File: src/verilog/edge_gate_pkg.sv
// Constants and carrier types for the pin edge interrupt and wake gate block.
// Assumes a single core clock; register writes arrive on a simple I/O write port.
package edge_gate_pkg;
  localparam logic [5:0] IO_ADDR_EDGE_SEL = 6'h0c;
  localparam logic [5:0] IO_ADDR_PA_GATE = 6'h0d;
  localparam logic [5:0] IO_ADDR_OPTION = 6'h3e;
  localparam int CNT_EDGE_POS = 4;
  localparam int PB_EDGE_LSB = 2;
  localparam int PA_EDGE_LSB = 0;
  localparam int OPT_PB_SEL_POS = 0;
  localparam int OPT_PA_SEL_POS = 1;
  localparam logic [7:0] EDGE_SEL_RESET = 8'h00;
  localparam logic [7:0] PA_GATE_RESET = 8'hff;
  localparam logic [7:0] OPTION_RESET = 8'h00;
  localparam logic [7:0] PA_INPUT_MASK = 8'hd8;
  localparam logic [7:0] PA_WAKE_MASK = 8'hff;
  localparam int SYNC_STAGES = 2;

  typedef enum logic [1:0] {
    EDGE_BOTH = 2'b00,
    EDGE_RISE = 2'b01,
    EDGE_FALL = 2'b10,
    EDGE_RSVD = 2'b11
  } edge_mode_t;

  typedef struct packed {
    logic en;
    logic [5:0] addr;
    logic [7:0] data;
  } io_write_t;

  typedef struct packed {
    logic cnt_req;
    logic pa_req;
    logic pb_req;
  } irq_pulse_t;
endpackage

File: src/verilog/pin_sync.sv
// Two-stage synchroniser for a vector of pins.
// Assumes inputs may be asynchronous to the core clock.
`timescale 1ns/1ps
module pin_sync
  import edge_gate_pkg::*;
#(
  parameter int WIDTH = 8
) (
  input wire logic i_core_clk,
  input wire logic i_nrst,
  input wire logic [WIDTH-1:0] i_d,
  output logic [WIDTH-1:0] o_q
);
  logic [WIDTH-1:0] meta_reg;

  always_ff @(posedge i_core_clk or negedge i_nrst) begin
    if (!i_nrst) begin
      meta_reg <= '0;
      o_q <= '0;
    end else begin
      meta_reg <= i_d;
      o_q <= meta_reg;
    end
  end
endmodule // pin_sync

File: src/verilog/edge_detect.sv
// Edge qualifier: one-cycle pulse on the chosen edge of a synchronised level.
// Assumes i_level is already synchronous to the core clock.
`timescale 1ns/1ps
module edge_detect
  import edge_gate_pkg::*;
(
  input wire logic i_core_clk,
  input wire logic i_nrst,
  input wire logic i_level,
  input wire edge_mode_t i_mode,
  output logic o_pulse
);
  logic prev_reg;
  logic rise;
  logic fall;

  always_ff @(posedge i_core_clk or negedge i_nrst) begin
    if (!i_nrst) begin
      prev_reg <= 1'b0;
    end else begin
      prev_reg <= i_level;
    end
  end

  assign rise = i_level & ~prev_reg;
  assign fall = ~i_level & prev_reg;

  always_comb begin
    case (i_mode)
      EDGE_BOTH: o_pulse = rise | fall;
      EDGE_RISE: o_pulse = rise;
      EDGE_FALL: o_pulse = fall;
      default: o_pulse = 1'b0;
    endcase
  end
endmodule // edge_detect

File: src/verilog/pin_edge_irq_and_wake_gate.sv
// Edge select for counter and two pin interrupt channels, port A input/wake gating.
// Assumes pins asynchronous; counter bit synchronous; write port from the core I/O space.
`timescale 1ns/1ps
module pin_edge_irq_and_wake_gate
  import edge_gate_pkg::*;
(
  input wire logic i_core_clk,
  input wire logic i_nrst,
  input wire io_write_t i_io_wr,
  input wire logic i_emulator_mode,
  input wire logic i_counter_bit,
  input wire logic [7:0] i_porta_pins,
  input wire logic [7:0] i_portb_pins,
  input wire logic i_clr_pa_flag,
  input wire logic i_clr_pb_flag,
  input wire logic i_clr_cnt_flag,
  output irq_pulse_t o_irq_pulse,
  output logic o_pa_flag,
  output logic o_pb_flag,
  output logic o_cnt_flag,
  output logic [7:0] o_porta_input_en,
  output logic [7:0] o_porta_wake,
  output logic o_wake_req
);
  logic [7:0] edge_sel_reg;
  logic [7:0] pa_gate_reg;
  logic [7:0] option_reg;
  logic [7:0] pa_sync;
  logic [7:0] pb_sync;
  logic [7:0] pa_prev_reg;
  logic [7:0] pa_gate_eff;
  logic [7:0] pa_wake_next;
  logic cnt_prev_reg;
  logic cnt_pulse;
  logic pa_src;
  logic pb_src;
  logic pa_pulse;
  logic pb_pulse;
  logic pa_pulse_gated;
  logic pb_pulse_gated;
  logic [1:0] src_sel_prev_reg;
  logic pa_src_steady;
  logic pb_src_steady;

  // Write-only control registers
  always_ff @(posedge i_core_clk or negedge i_nrst) begin
    if (!i_nrst) begin
      edge_sel_reg <= EDGE_SEL_RESET;
      pa_gate_reg <= PA_GATE_RESET;
      option_reg <= OPTION_RESET;
    end else if (i_io_wr.en) begin
      case (i_io_wr.addr)
        IO_ADDR_EDGE_SEL: edge_sel_reg <= i_io_wr.data;
        IO_ADDR_PA_GATE: pa_gate_reg <= i_io_wr.data;
        IO_ADDR_OPTION: option_reg <= i_io_wr.data;
        default: ;
      endcase
    end
  end

  // Emulator polarity: stored 0 enables
  assign pa_gate_eff = i_emulator_mode ? ~pa_gate_reg : pa_gate_reg;

  pin_sync #(.WIDTH(8)) u_pa_sync (
    .i_core_clk(i_core_clk),
    .i_nrst(i_nrst),
    .i_d(i_porta_pins),
    .o_q(pa_sync)
  );

  pin_sync #(.WIDTH(8)) u_pb_sync (
    .i_core_clk(i_core_clk),
    .i_nrst(i_nrst),
    .i_d(i_portb_pins),
    .o_q(pb_sync)
  );

  assign pb_src = option_reg[OPT_PB_SEL_POS] ? pb_sync[7] : pb_sync[0];
  assign pa_src = option_reg[OPT_PA_SEL_POS] ? pa_sync[5] : pa_sync[0];

  edge_detect u_pa_edge (
    .i_core_clk(i_core_clk),
    .i_nrst(i_nrst),
    .i_level(pa_src),
    .i_mode(edge_mode_t'(edge_sel_reg[PA_EDGE_LSB +: 2])),
    .o_pulse(pa_pulse)
  );

  edge_detect u_pb_edge (
    .i_core_clk(i_core_clk),
    .i_nrst(i_nrst),
    .i_level(pb_src),
    .i_mode(edge_mode_t'(edge_sel_reg[PB_EDGE_LSB +: 2])),
    .o_pulse(pb_pulse)
  );

  // Source select one cycle ago; switching pins is not an edge
  always_ff @(posedge i_core_clk or negedge i_nrst) begin
    if (!i_nrst) begin
      src_sel_prev_reg <= {OPTION_RESET[OPT_PA_SEL_POS], OPTION_RESET[OPT_PB_SEL_POS]};
    end else begin
      src_sel_prev_reg <= {option_reg[OPT_PA_SEL_POS], option_reg[OPT_PB_SEL_POS]};
    end
  end

  assign pa_src_steady = (src_sel_prev_reg[1] == option_reg[OPT_PA_SEL_POS]);
  assign pb_src_steady = (src_sel_prev_reg[0] == option_reg[OPT_PB_SEL_POS]);

  // Port A pin zero and pin five interrupts pass only while their gate bit enables; port B is not gated
  assign pa_pulse_gated = pa_pulse & pa_src_steady &
    (option_reg[OPT_PA_SEL_POS] ? pa_gate_eff[5] : pa_gate_eff[0]);
  assign pb_pulse_gated = pb_pulse & pb_src_steady;

  // Counter bit edge
  always_ff @(posedge i_core_clk or negedge i_nrst) begin
    if (!i_nrst) begin
      cnt_prev_reg <= 1'b0;
    end else begin
      cnt_prev_reg <= i_counter_bit;
    end
  end

  assign cnt_pulse = edge_sel_reg[CNT_EDGE_POS] ? (cnt_prev_reg & ~i_counter_bit)
                                                : (~cnt_prev_reg & i_counter_bit);

  always_ff @(posedge i_core_clk or negedge i_nrst) begin
    if (!i_nrst) begin
      o_irq_pulse <= '0;
    end else begin
      o_irq_pulse.cnt_req <= cnt_pulse;
      o_irq_pulse.pa_req <= pa_pulse_gated;
      o_irq_pulse.pb_req <= pb_pulse_gated;
    end
  end

  // Sticky request flags, set wins over clear
  always_ff @(posedge i_core_clk or negedge i_nrst) begin
    if (!i_nrst) begin
      o_pa_flag <= 1'b0;
      o_pb_flag <= 1'b0;
      o_cnt_flag <= 1'b0;
    end else begin
      o_pa_flag <= pa_pulse_gated | (o_pa_flag & ~i_clr_pa_flag);
      o_pb_flag <= pb_pulse_gated | (o_pb_flag & ~i_clr_pb_flag);
      o_cnt_flag <= cnt_pulse | (o_cnt_flag & ~i_clr_cnt_flag);
    end
  end

  // Per-pin wake on toggle, gated by its enable
  always_ff @(posedge i_core_clk or negedge i_nrst) begin
    if (!i_nrst) begin
      pa_prev_reg <= '0;
    end else begin
      pa_prev_reg <= pa_sync;
    end
  end

  genvar gi;
  generate
    for (gi = 0; gi < 8; gi++) begin : g_wake
      assign pa_wake_next[gi] = PA_WAKE_MASK[gi] & pa_gate_eff[gi] &
                                (pa_sync[gi] ^ pa_prev_reg[gi]);
    end
  endgenerate

  always_ff @(posedge i_core_clk or negedge i_nrst) begin
    if (!i_nrst) begin
      o_porta_input_en <= PA_GATE_RESET & PA_INPUT_MASK;
      o_porta_wake <= '0;
      o_wake_req <= 1'b0;
    end else begin
      o_porta_input_en <= pa_gate_eff & PA_INPUT_MASK;
      o_porta_wake <= pa_wake_next;
      o_wake_req <= |pa_wake_next;
    end
  end

  AST_CNT_EDGE: assert property (@(posedge i_core_clk) disable iff (!i_nrst)
    cnt_pulse |=> o_irq_pulse.cnt_req && o_cnt_flag)
    else $error("counter edge lost");
  AST_CNT_POL: assert property (@(posedge i_core_clk) disable iff (!i_nrst)
    (edge_sel_reg[CNT_EDGE_POS] && $rose(i_counter_bit)) |=> !o_irq_pulse.cnt_req)
    else $error("counter fired on wrong edge");
  AST_PB_RSVD: assert property (@(posedge i_core_clk) disable iff (!i_nrst)
    (edge_sel_reg[3:2] == 2'b11) |-> !pb_pulse)
    else $error("reserved edge mode fired");
  AST_PA_RISE_ONLY: assert property (@(posedge i_core_clk) disable iff (!i_nrst)
    (edge_sel_reg[1:0] == 2'b01 && pa_pulse) |-> pa_src)
    else $error("port A rising mode fired on fall");
  AST_PB_SRC: assert property (@(posedge i_core_clk) disable iff (!i_nrst)
    !option_reg[OPT_PB_SEL_POS] |-> pb_src == pb_sync[0])
    else $error("port B source wrong");
  AST_PA_GATE: assert property (@(posedge i_core_clk) disable iff (!i_nrst)
    (!option_reg[OPT_PA_SEL_POS] && !pa_gate_eff[0]) |=> !o_irq_pulse.pa_req)
    else $error("gated pin zero interrupt");
  AST_FLAG_SET_WINS: assert property (@(posedge i_core_clk) disable iff (!i_nrst)
    (pa_pulse_gated && i_clr_pa_flag) |=> o_pa_flag)
    else $error("flag set lost to clear");
  AST_FLAG_CLR: assert property (@(posedge i_core_clk) disable iff (!i_nrst)
    (i_clr_pb_flag && !pb_pulse_gated) |=> !o_pb_flag)
    else $error("flag not cleared");
  AST_WAKE_GATE: assert property (@(posedge i_core_clk) disable iff (!i_nrst)
    !pa_gate_eff[2] |=> !o_porta_wake[2])
    else $error("gated wake passed");
  AST_EMU_INV: assert property (@(posedge i_core_clk) disable iff (!i_nrst)
    (i_emulator_mode && pa_gate_reg[7]) |=> !o_porta_input_en[7])
    else $error("emulator polarity wrong");
  AST_PULSE_ONE: assert property (@(posedge i_core_clk) disable iff (!i_nrst)
    o_irq_pulse.pb_req |=> !o_irq_pulse.pb_req || $changed(pb_src))
    else $error("request pulse too long");
  AST_PA_SRC_SWITCH: assert property (@(posedge i_core_clk) disable iff (!i_nrst)
    $changed(option_reg[OPT_PA_SEL_POS]) |=> !o_irq_pulse.pa_req)
    else $error("source switch gave port A request");
  AST_PB_SRC_SWITCH: assert property (@(posedge i_core_clk) disable iff (!i_nrst)
    $changed(option_reg[OPT_PB_SEL_POS]) |=> !o_irq_pulse.pb_req)
    else $error("source switch gave port B request");

  COV_PA_IRQ: cover property (@(posedge i_core_clk) disable iff (!i_nrst) o_irq_pulse.pa_req);
  COV_PB_SEVEN: cover property (@(posedge i_core_clk) disable iff (!i_nrst)
    option_reg[OPT_PB_SEL_POS] && o_irq_pulse.pb_req);
  COV_CNT_FALL: cover property (@(posedge i_core_clk) disable iff (!i_nrst)
    edge_sel_reg[CNT_EDGE_POS] && o_irq_pulse.cnt_req);
  COV_WAKE: cover property (@(posedge i_core_clk) disable iff (!i_nrst) o_wake_req);
endmodule // pin_edge_irq_and_wake_gate

File: config.mk
export PLATFORM = sky130hd
export DESIGN_NAME = pin_edge_irq_and_wake_gate
export DESIGN_NICKNAME = d
export VERILOG_FILES = /design/src/verilog/edge_gate_pkg.sv /design/src/verilog/pin_sync.sv /design/src/verilog/edge_detect.sv /design/src/verilog/pin_edge_irq_and_wake_gate.sv
export SDC_FILE = /design/constraint.sdc
export NUM_CORES = 1
export LEC_CHECK = 0
export ABC_AREA = 1
export BUFFER_PORTS_ARGS = -buffer_cell sky130_fd_sc_hd__buf_2
export CAP_MARGIN = 10
export CORE_ASPECT_RATIO = 2
export CORE_MARGIN = 3
export CORE_UTILIZATION = 45
export CTS_BUF_LIST = sky130_fd_sc_hd__clkbuf_16
export DETAILED_ROUTE_END_ITERATION = 7
export PLACE_DENSITY = 0.72
export SYNTH_ARGS = -nofsm -noshare
export SYNTH_HDL_FRONTEND = slang
export SYNTH_HIERARCHICAL = 1
export SYNTH_SLANG_ARGS = --single-unit
export TNS_END_PERCENT = 30
File: constraint.sdc
create_clock -name i_core_clk -period 1.64 [get_ports i_core_clk]
set_input_delay 0.082 -clock i_core_clk [delete_from_list [all_inputs] [get_ports i_core_clk]]
set_output_delay 0.082 -clock i_core_clk [all_outputs]
set_load 0.05 [all_outputs]
==> results of run 1 <==
[critical path: cells and delay by family, from the launching register on]
kind	cells	cell delay, ns
DFF	1	0.40
and+or+nand+nor	5	0.40
adders and majority gates	1	0.29
buffers and inverters	3	0.21
AOI/OAI and AO/OA	1	0.08
[layer usage]
| layer | vias to the layer above | global-route usage [%] | part of all wire (%) |
|---|---|---|---|
| met4 | 0 | 8.88 | 2.5 |
| met2 | 47 | 24.5 | 54 |
| li1 | 943 | - | - |
| met3 | 7 | 5.10 | 5.2 |
| met5 | - | 0 | 0 |
| met1 | 845 | 16.8 | 38 |
[per-stage QoR]
stage / hold slack [ns] / util [%] / cell area (µm²)
2_1_floorplan: -0.214 / - / 2620
3_3_place_gp: 0.116 / 53.0 / 2930
3_5_place_dp: 0.122 / 53.0 / 2930
4_1_cts: 0.00538 / 61.9 / 3410
5_1_grt: 0.0273 / 62.0 / 3420
6_report: 0.00999 / 62.0 / 3420
[worst paths after layout]
| path | endpoint | slack, ns | start | depth (start not counted) |
|---|---|---|---|---|
| max in group asynchronous | o_porta_input_en[7]$_DFF_PN1_ | 1.01 | i_nrst | 3 |
| min in group asynchronous | o_pb_flag$_DFF_PN0_ | 0.30 | i_nrst | 3 |
| setup / recovery | o_pb_flag$_DFF_PN0_ | 0.13 | option_reg[0]$_DFFE_PN0P_ | 10 |
| hold reg to reg | u_pa_sync/o_q[1]$_DFF_PN0_ | 0.34 | u_pa_sync/meta_reg[1]$_DFF_PN0_ | 0 |
| hold / removal | pa_gate_reg[6]$_DFFE_PN1P_ | 0.01 | i_io_wr[6] | 3 |
| setup reg to reg | o_pb_flag$_DFF_PN0_ | 0.13 | option_reg[0]$_DFFE_PN0P_ | 10 |
[what timing repair did]
item                                    CTS  global route
hold endpoints to repair                 72             0
endpoints found under the setup margin    0             2
hold buffers                             18             0
gates resized for setup                   0             2
[layout by cell type (no fill, tap or decap), drive strengths merged]
cell type and n:
dfrtp 55, clkinv 3, clkbuf 9, bufinv 2, dfstp 12, nand2 88
nand3 12, dlygate4sd3 18, xnor2 1, nor2 12, o211ai 1, or2 1
o21ai 16, buf 53, ha 4, nor3 3, clkinvlp 1, or3 1
conb 4, and3 1, inv 54
[area by class of cell]
type | instances | area (µm²) | area share [%]
multi-input cells | 144 | 679 | 19.9
well taps | 60 | 75.1 | 2.20
flip-flops and latches | 67 | 1690 | 49.5
clock buffers | 9 | 225 | 6.59
inverters | 53 | 199 | 5.82
clock inverters | 7 | 83.8 | 2.45
repair buffers | 71 | 465 | 13.6
[power by group through the flow]
stage | logic [W] | registers, W | clock network [W]
after floorplan | 0.000274 | 0.00220 | 0
after global placement | 0.000713 | 0.00195 | 0
after detailed placement | 0.000733 | 0.00196 | 0
after CTS | 0.000770 | 0.00193 | 0.00199
after global routing | 0.000844 | 0.00195 | 0.00207
final | 0.000766 | 0.00193 | 0.00194
==> run metrics, run 1 <==
CTS Buf Count=9; DRC=0; core area=5520 µm²; period utilization=92.0%; internal cell power=0.00339 W; outcome=finished, final reports clean; Routability Congestion=0.732; global-route wire length before repair=7540 µm; max-slew violations=0; layout cells sized above 1=25.6%; dpl ws=0.105 ns; Via density=4.48; Syn-to-layout area delta=31.2%; largest net degree at the start of global routing=68; setup TNS=0 ns; GRT Total Usage=15.2%; n_diodes=0; Initial Util=47.3%; Final Power=0.00464 W; WL final=4490 µm; die area=6800 µm²; 1st-pass router iterations=4; Final nets=388; share of power burned in registers=41.7%; die height=114 µm; Peak supply drop=1.05 mV; DP HPWL=3190 µm; Clk network pwr share=41.8%; max frequency=663 MHz; Hold Vio Cnt, Final=0; cell count after placement=377; worst-path maximum fanout=4; Fillers=470; CTS clk-pin slew, worst paths=0.05 ns; crit-path max cell delay=0.40 ns; number of max-cap violations=0; Switch Pwr=0.00125 W; crit path cell chain=inv_1, nand2_1, nand2_1, inv_1, ha_1, inv_1, nand2_1, nand3_1, nand3_2, o21ai_0; slowest library cell on the worst path=dfrtp_1; I/O Buffers=50; Non-Filler Instances=411; fin crit period=1.51 ns; worst setup margin=0.132 ns; DR WL/cell=10.9 µm; Mapped Area=2610 µm²; Mapped Cells=267; Ports=61; element type at the critical path start=flip-flop; worst min-delay path category=primary input to flip-flop; Post-CTS Setup Bufs=0; Worst Path Arrival=1.71 ns; mean post-synth cell area=9.76 µm²; final clock skew=0.00554 ns; Setup Viol. Count Final=0; Ys Warns=6; combinational fraction of design power=16.5%; Horiz. Die Dim=59.8 µm; Worst-Skew Late Latency=0.32 ns; Rows=38; Req. time, crit path=1.84 ns; vias in the first global route=1758; GRT Residual Overflow=0; H-tree Lvls=3; final antenna-violating net count=0; Detailed Route Iter0 Violations=47; CTS tree=done; pwr/cell area=1360 nW/µm²; RSZ-0062 raised after global routing=false; Clock Tree Buf Depth=2; antenna violations before repair=0; Net Sw Frac=26.9%; Num Clock Sinks=67; Crit Path Category=flip-flop to flip-flop; leakage=1.89 nW; Root Driver=clkbuf_16; nature of the critical path endpoint=flip-flop; DR vias=1842
Note: power is estimated with default switching activity, not from simulation.
==> run 2: changes to the inputs <==
- CTS_BUF_LIST: sky130_fd_sc_hd__clkbuf_16 -> default
- SKIP_CTS_REPAIR_TIMING: default -> 1
- clock period: 1.64 -> 1.8 ns (I/O delays scaled with it)
==> run 2 against run 1 <==
Net effect: final area decreased by 3.1%; via count unchanged; first-iteration DRC count increased by 45%; count of clock-buffer cells in the layout increased by 5; critical path depth decreased by 2; total power decreased by 18%; worst hold slack got worse by 0.0087 ns; cell count decreased by 0.49%; sequential share of layout area increased by 1.6 points; largest cell class unchanged.
==> run metrics, run 2 (same netlist as run 1, synthesis figures left out) <==
outcome=finished, final reports clean (unchanged); die height=114 µm (unchanged); Num Clock Sinks=67 (unchanged); share of power burned in registers=46.3% (was 41.7%); max frequency=662 MHz (was 663 MHz); n_diodes=0 (unchanged); Hold Vio Cnt, Final=0 (unchanged); fin crit period=1.51 ns (about the same); internal cell power=0.00274 W (was 0.00339 W); RSZ-0062 raised after global routing=false (unchanged); Root Driver=clkbuf_8 (was clkbuf_16); Rows=38 (unchanged); period utilization=84.0% (was 92.0%); busiest grt layer=met2 (unchanged); Switch Pwr=0.00106 W (was 0.00125 W); DRC=0 (unchanged); crit path buf inv count=2 (was 3); core area=5520 µm² (unchanged); Peak supply drop=0.876 mV (was 1.05 mV); Final nets=386 (was 388); worst hold slack=0.00131 ns (was 0.00999 ns); Net Sw Frac=27.9% (was 26.9%); most frequent cells in the layout=nand2_1 (86), dfrtp_1 (55), inv_1 (52) (was nand2_1 (86), dfrtp_1 (55), inv_1 (53)); crit-path max cell delay=0.45 ns (was 0.40 ns); final antenna-violating net count=0 (unchanged); combinational fraction of design power=17.6% (was 16.5%); nature of the critical path endpoint=flip-flop (unchanged); largest net degree at the start of global routing=68 (unchanged); DR vias=1842 (unchanged); Fillers=482 (was 470); global routing usage on met2=22.5% (was 24.5%); slowest library cell on the worst path=dfrtp_1 (unchanged); Ports=61 (unchanged); die area=6800 µm² (unchanged); leakage=1.84 nW (was 1.89 nW); met3 usage=3.74% (was 5.10%); setup TNS=0 ns (unchanged); Clock Tree Buf Depth=2 (unchanged); global-route wire length before repair=7020 µm (was 7540 µm); DP HPWL=3040 µm (was 3190 µm); post-route cell area=3310 µm² (was 3420 µm²); most common cell after layout, fill and taps aside=nand2_1 (unchanged); Req. time, crit path=2.05 ns (was 1.84 ns); Crit Path Category=flip-flop to flip-flop (unchanged); worst min-delay path category=primary input to flip-flop (unchanged); GRT Total Usage=14.0% (was 15.2%); Horiz. Die Dim=59.8 µm (unchanged); Via density=4.50 (was 4.48); CTS clk-pin slew, worst paths=0.07 ns (was 0.05 ns); Detailed Route Iter0 Violations=68 (was 47); Area after DPL=2910 µm² (was 2930 µm²); Setup Viol. Count Final=0 (unchanged); Worst Path Arrival=1.77 ns (was 1.71 ns); final clock skew=0.00642 ns (was 0.00554 ns); cell count after placement=375 (was 377); Final Power=0.00380 W (was 0.00464 W); I/O Buffers=50 (unchanged); crit path cell chain=o21ai_1, inv_1, ha_1, inv_1, nand2_1, nand3_1, nand2_1, o21ai_0 (was inv_1, nand2_1, nand2_1, inv_1, ha_1, inv_1, nand2_1, nand3_1, nand3_2, o21ai_0); GRT Residual Overflow=0 (unchanged); max-slew violations=0 (unchanged); Syn-to-layout area delta=27.1% (was 31.2%); H-tree Lvls=3 (unchanged); WL final=4250 µm (was 4490 µm); layout cells sized above 1=24.9% (was 25.6%); number of max-cap violations=0 (unchanged); met1 Track Usage GR=16.2% (was 16.8%); Initial Util=47.3% (unchanged); antenna violations before repair=0 (unchanged); CTS Buf Count=9 (unchanged); cell family with most CP delay=flip-flops (unchanged); Non-Filler Instances=409 (was 411); worst-path maximum fanout=7 (was 4); Clk network pwr share=36.1% (was 41.8%); Worst-Skew Late Latency=0.34 ns (was 0.32 ns); DR WL/cell=10.4 µm (was 10.9 µm); 1st-pass router iterations=4 (unchanged); element type at the critical path start=flip-flop (unchanged); CTS tree=done (unchanged); vias in the first global route=1631 (was 1758); Routability Congestion=0.763 (was 0.732); pwr/cell area=1150 nW/µm² (was 1360 nW/µm²)
-- run 2: worst paths after layout --
| kind | from | end | slack (ns) | depth (start not counted) |
|---|---|---|---|---|
| max | option_reg[1]$_DFFE_PN0P_ | o_pa_flag$_DFF_PN0_ | 0.29 | 8 |
| min | i_io_wr[3] | pa_gate_reg[3]$_DFFE_PN1P_ | 0.001 | 3 |
| max reg2reg | option_reg[1]$_DFFE_PN0P_ | o_pa_flag$_DFF_PN0_ | 0.29 | 8 |
| min reg2reg | u_pb_sync/meta_reg[0]$_DFF_PN0_ | u_pb_sync/o_q[0]$_DFF_PN0_ | 0.35 | 0 |
| max in group asynchronous | i_nrst | pa_gate_reg[2]$_DFFE_PN1P_ | 1.18 | 3 |
| min in group asynchronous | i_nrst | o_pb_flag$_DFF_PN0_ | 0.29 | 3 |
-- run 2: stage by stage --
step | utilization (%) | worst slack [ns]
after detailed placement | 52.8 | 0.166
final | 60.1 | 0.289
after CTS | 56.8 | 0.159
after global routing | 60.1 | 0.102
after floorplan | - | 0.351
after global placement | 52.8 | 0.239
-- run 2: cell type report --
class / instances / area (µm²) / area share (%)
Clock buffer: 14 / 163 / 4.91
Multi-Input combinational cell: 144 / 674 / 20.4
Inverter: 53 / 199 / 6.00
Timing Repair Buffer: 69 / 450 / 13.6
Sequential cell: 67 / 1690 / 51.1
Tap cell: 60 / 75.1 / 2.27
Clock inverter: 2 / 60.1 / 1.81
-- run 2: metal layers --
layer	routed length [µm]	part of all wire, %	vias up
li1	-	-	943
met1	1650	39	842
met2	2250	53	45
met3	241	5.7	12
met4	110	2.6	0
met5	0	0	-
-- run 2: tightest hold or removal path: stages --
cell and delay, ns:
buf_2 0.10, inv_1 0.08, o21ai_2 0.06
-- run 2: power groups by stage --
| stage | registers, W | clock network [W] | logic (W) |
|---|---|---|---|
| finish | 0.00176 | 0.00137 | 0.000671 |
| global route | 0.00178 | 0.00148 | 0.000747 |
| CTS | 0.00176 | 0.00142 | 0.000652 |
| detailed placement | 0.00179 | 0 | 0.000650 |
| global placement | 0.00178 | 0 | 0.000636 |
| floorplan | 0.00200 | 0 | 0.000249 |
==> run 3: changes to the inputs <==
- PLACE_DENSITY: 0.72 -> 0.74
- clock period: 1.8 -> 1.2 ns (I/O delays scaled with it)
==> run 3 against run 2 <==
Net effect: the run now ends with negative setup slack left; worst setup slack lost 0.43 ns; clock skew shrank 0.0022 ns; count of clock-buffer cells in the layout grew 1; combinational power grew 67%; maximum frequency grew 13%; worst hold slack lost 0.00080 ns; critical path depth grew 2; die area is the same; via count grew 3.4%; largest power group unchanged.
==> run metrics, run 3 (same netlist as run 1, synthesis figures left out) <==
Detailed Route Iter0 Violations=38 (was 68); Req. time, crit path=1.42 ns (was 2.05 ns); Rows=38 (unchanged); vias in the first global route=1851 (was 1631); Num Clock Sinks=67 (unchanged); final antenna-violating net count=0 (unchanged); max-slew violations=0 (unchanged); Worst Path Arrival=1.56 ns (was 1.77 ns); n_diodes=0 (unchanged); DR WL/cell=11.0 µm (was 10.4 µm); failing checks=negative setup slack; Area after DPL=2980 µm² (was 2910 µm²); DP HPWL=3360 µm (was 3040 µm); fin crit period=1.34 ns (was 1.51 ns); Via density=4.50 (about the same); worst min-delay path category=primary input to flip-flop (unchanged); GRT Residual Overflow=0 (unchanged); Crit Path Category=flip-flop to flip-flop (unchanged); Fillers=488 (was 482); die height=114 µm (unchanged); most frequent cells in the layout=nand2_1 (86), dfrtp_1 (55), buf_2 (50) (was nand2_1 (86), dfrtp_1 (55), inv_1 (52)); Initial Util=47.3% (unchanged); outcome=finished, violations left (was finished, final reports clean); Final Power=0.00539 W (was 0.00380 W); element type at the critical path start=flip-flop (unchanged); number of max-cap violations=0 (unchanged); Peak supply drop=1.34 mV (was 0.876 mV); Syn-to-layout area delta=31.1% (was 27.1%); Worst-Skew Late Latency=0.33 ns (was 0.34 ns); WL final=4640 µm (was 4250 µm); pwr/cell area=1580 nW/µm² (was 1150 nW/µm²); most common cell after layout, fill and taps aside=nand2_1 (unchanged); dpl ws=-0.135 ns (was 0.166 ns); Setup Viol. Count Final=4 (was 0); Horiz. Die Dim=59.8 µm (unchanged); CTS clk-pin slew, worst paths=0.07 ns (about the same); worst-path maximum fanout=4 (was 7); 1st-pass router iterations=5 (was 4); final clock skew=0.00426 ns (was 0.00642 ns); CTS Buf Count=9 (unchanged); RSZ-0062 raised after global routing=true (was false); Ports=61 (unchanged); layout cells sized above 1=28.7% (was 24.9%); DRC=0 (unchanged); Routability Congestion=0.829 (was 0.763); antenna violations before repair=0 (unchanged); GRT Total Usage=15.6% (was 14.0%); Final nets=400 (was 386); global-route wire length before repair=7820 µm (was 7020 µm); Clock Tree Buf Depth=2 (unchanged); worst setup margin=-0.138 ns (was 0.289 ns); die area=6800 µm² (unchanged); period utilization=111% (was 84.0%); I/O Buffers=50 (unchanged); CTS tree=done (unchanged); core area=5520 µm² (unchanged); DR vias=1905 (was 1842); H-tree Lvls=3 (unchanged); leakage=1.89 nW (was 1.84 nW); Root Driver=clkbuf_8 (unchanged); largest net degree at the start of global routing=33 (was 68); max frequency=747 MHz (was 662 MHz); Hold Vio Cnt, Final=0 (unchanged); post-route cell area=3420 µm² (was 3310 µm²); nature of the critical path endpoint=flip-flop (unchanged)
-- run 3: final timing paths --
| kind | start | to | slack, ns | depth (start not counted) |
|---|---|---|---|---|
| worst max-delay path | option_reg[0]$_DFFE_PN0P_ | o_pb_flag$_DFF_PN0_ | -0.14 | 10 |
| worst max register to register | option_reg[0]$_DFFE_PN0P_ | o_pb_flag$_DFF_PN0_ | -0.14 | 10 |
| worst min register to register | u_pa_sync/meta_reg[6]$_DFF_PN0_ | u_pa_sync/o_q[6]$_DFF_PN0_ | 0.35 | 0 |
| min in group asynchronous | i_nrst | pa_prev_reg[0]$_DFF_PN0_ | 0.17 | 2 |
| worst min-delay path | i_io_wr[0] | pa_gate_reg[0]$_DFFE_PN1P_ | 0.0005 | 3 |
| max in group asynchronous | i_nrst | o_porta_input_en[6]$_DFF_PN1_ | 0.48 | 3 |
-- run 3: critical path, stage by stage, from the launching register on --
cell,delay [ns]
dfrtp_1,0.41
inv_2,0.07
nand2_1,0.05
nand2_1,0.07
inv_1,0.05
ha_1,0.26
inv_1,0.04
nand2_1,0.07
nand3_2,0.07
nand3_2,0.08
o21ai_1,0.06
-- run 3: per-layer routing --
metal,wire length (µm),share of wire (%),track usage [%]
met5,0,0,0
met4,141,3.0,8.73
met3,265,5.7,5.44
met2,2580,56,25.5
met1,1650,36,16.8
-- run 3: area by class of cell --
class | instances | area [µm²] | share of cell area [%]
multi-input combinational | 144 | 701 | 20.5
sequential | 67 | 1690 | 49.5
timing repair buffer | 83 | 576 | 16.8
clock buffer | 15 | 166 | 4.87
inverter | 53 | 199 | 5.82
tap | 60 | 75.1 | 2.20
clock inverter | 1 | 7.51 | 0.220
-- run 3: through the flow --
stage,setup TNS (ns),hold WS [ns],std cells,util [%]
final,-0.502,0.000517,423,61.9
after global routing,-0.910,0.00763,423,61.9
after CTS,-0.544,-0.366,398,57.2
after detailed placement,-0.482,0.0000332,382,54.0
after global placement,-0.233,-0.00880,382,54.0
after floorplan,-0.215,-0.236,270,-
-- run 3: report_power, final --
group	internal (W)	switching, W	leakage [nW]
sequential	0.00252	0.000125	0.795
clock	0.000867	0.000759	0.0840
combinational	0.000379	0.000737	1.01
total	0.00377	0.00162	1.89
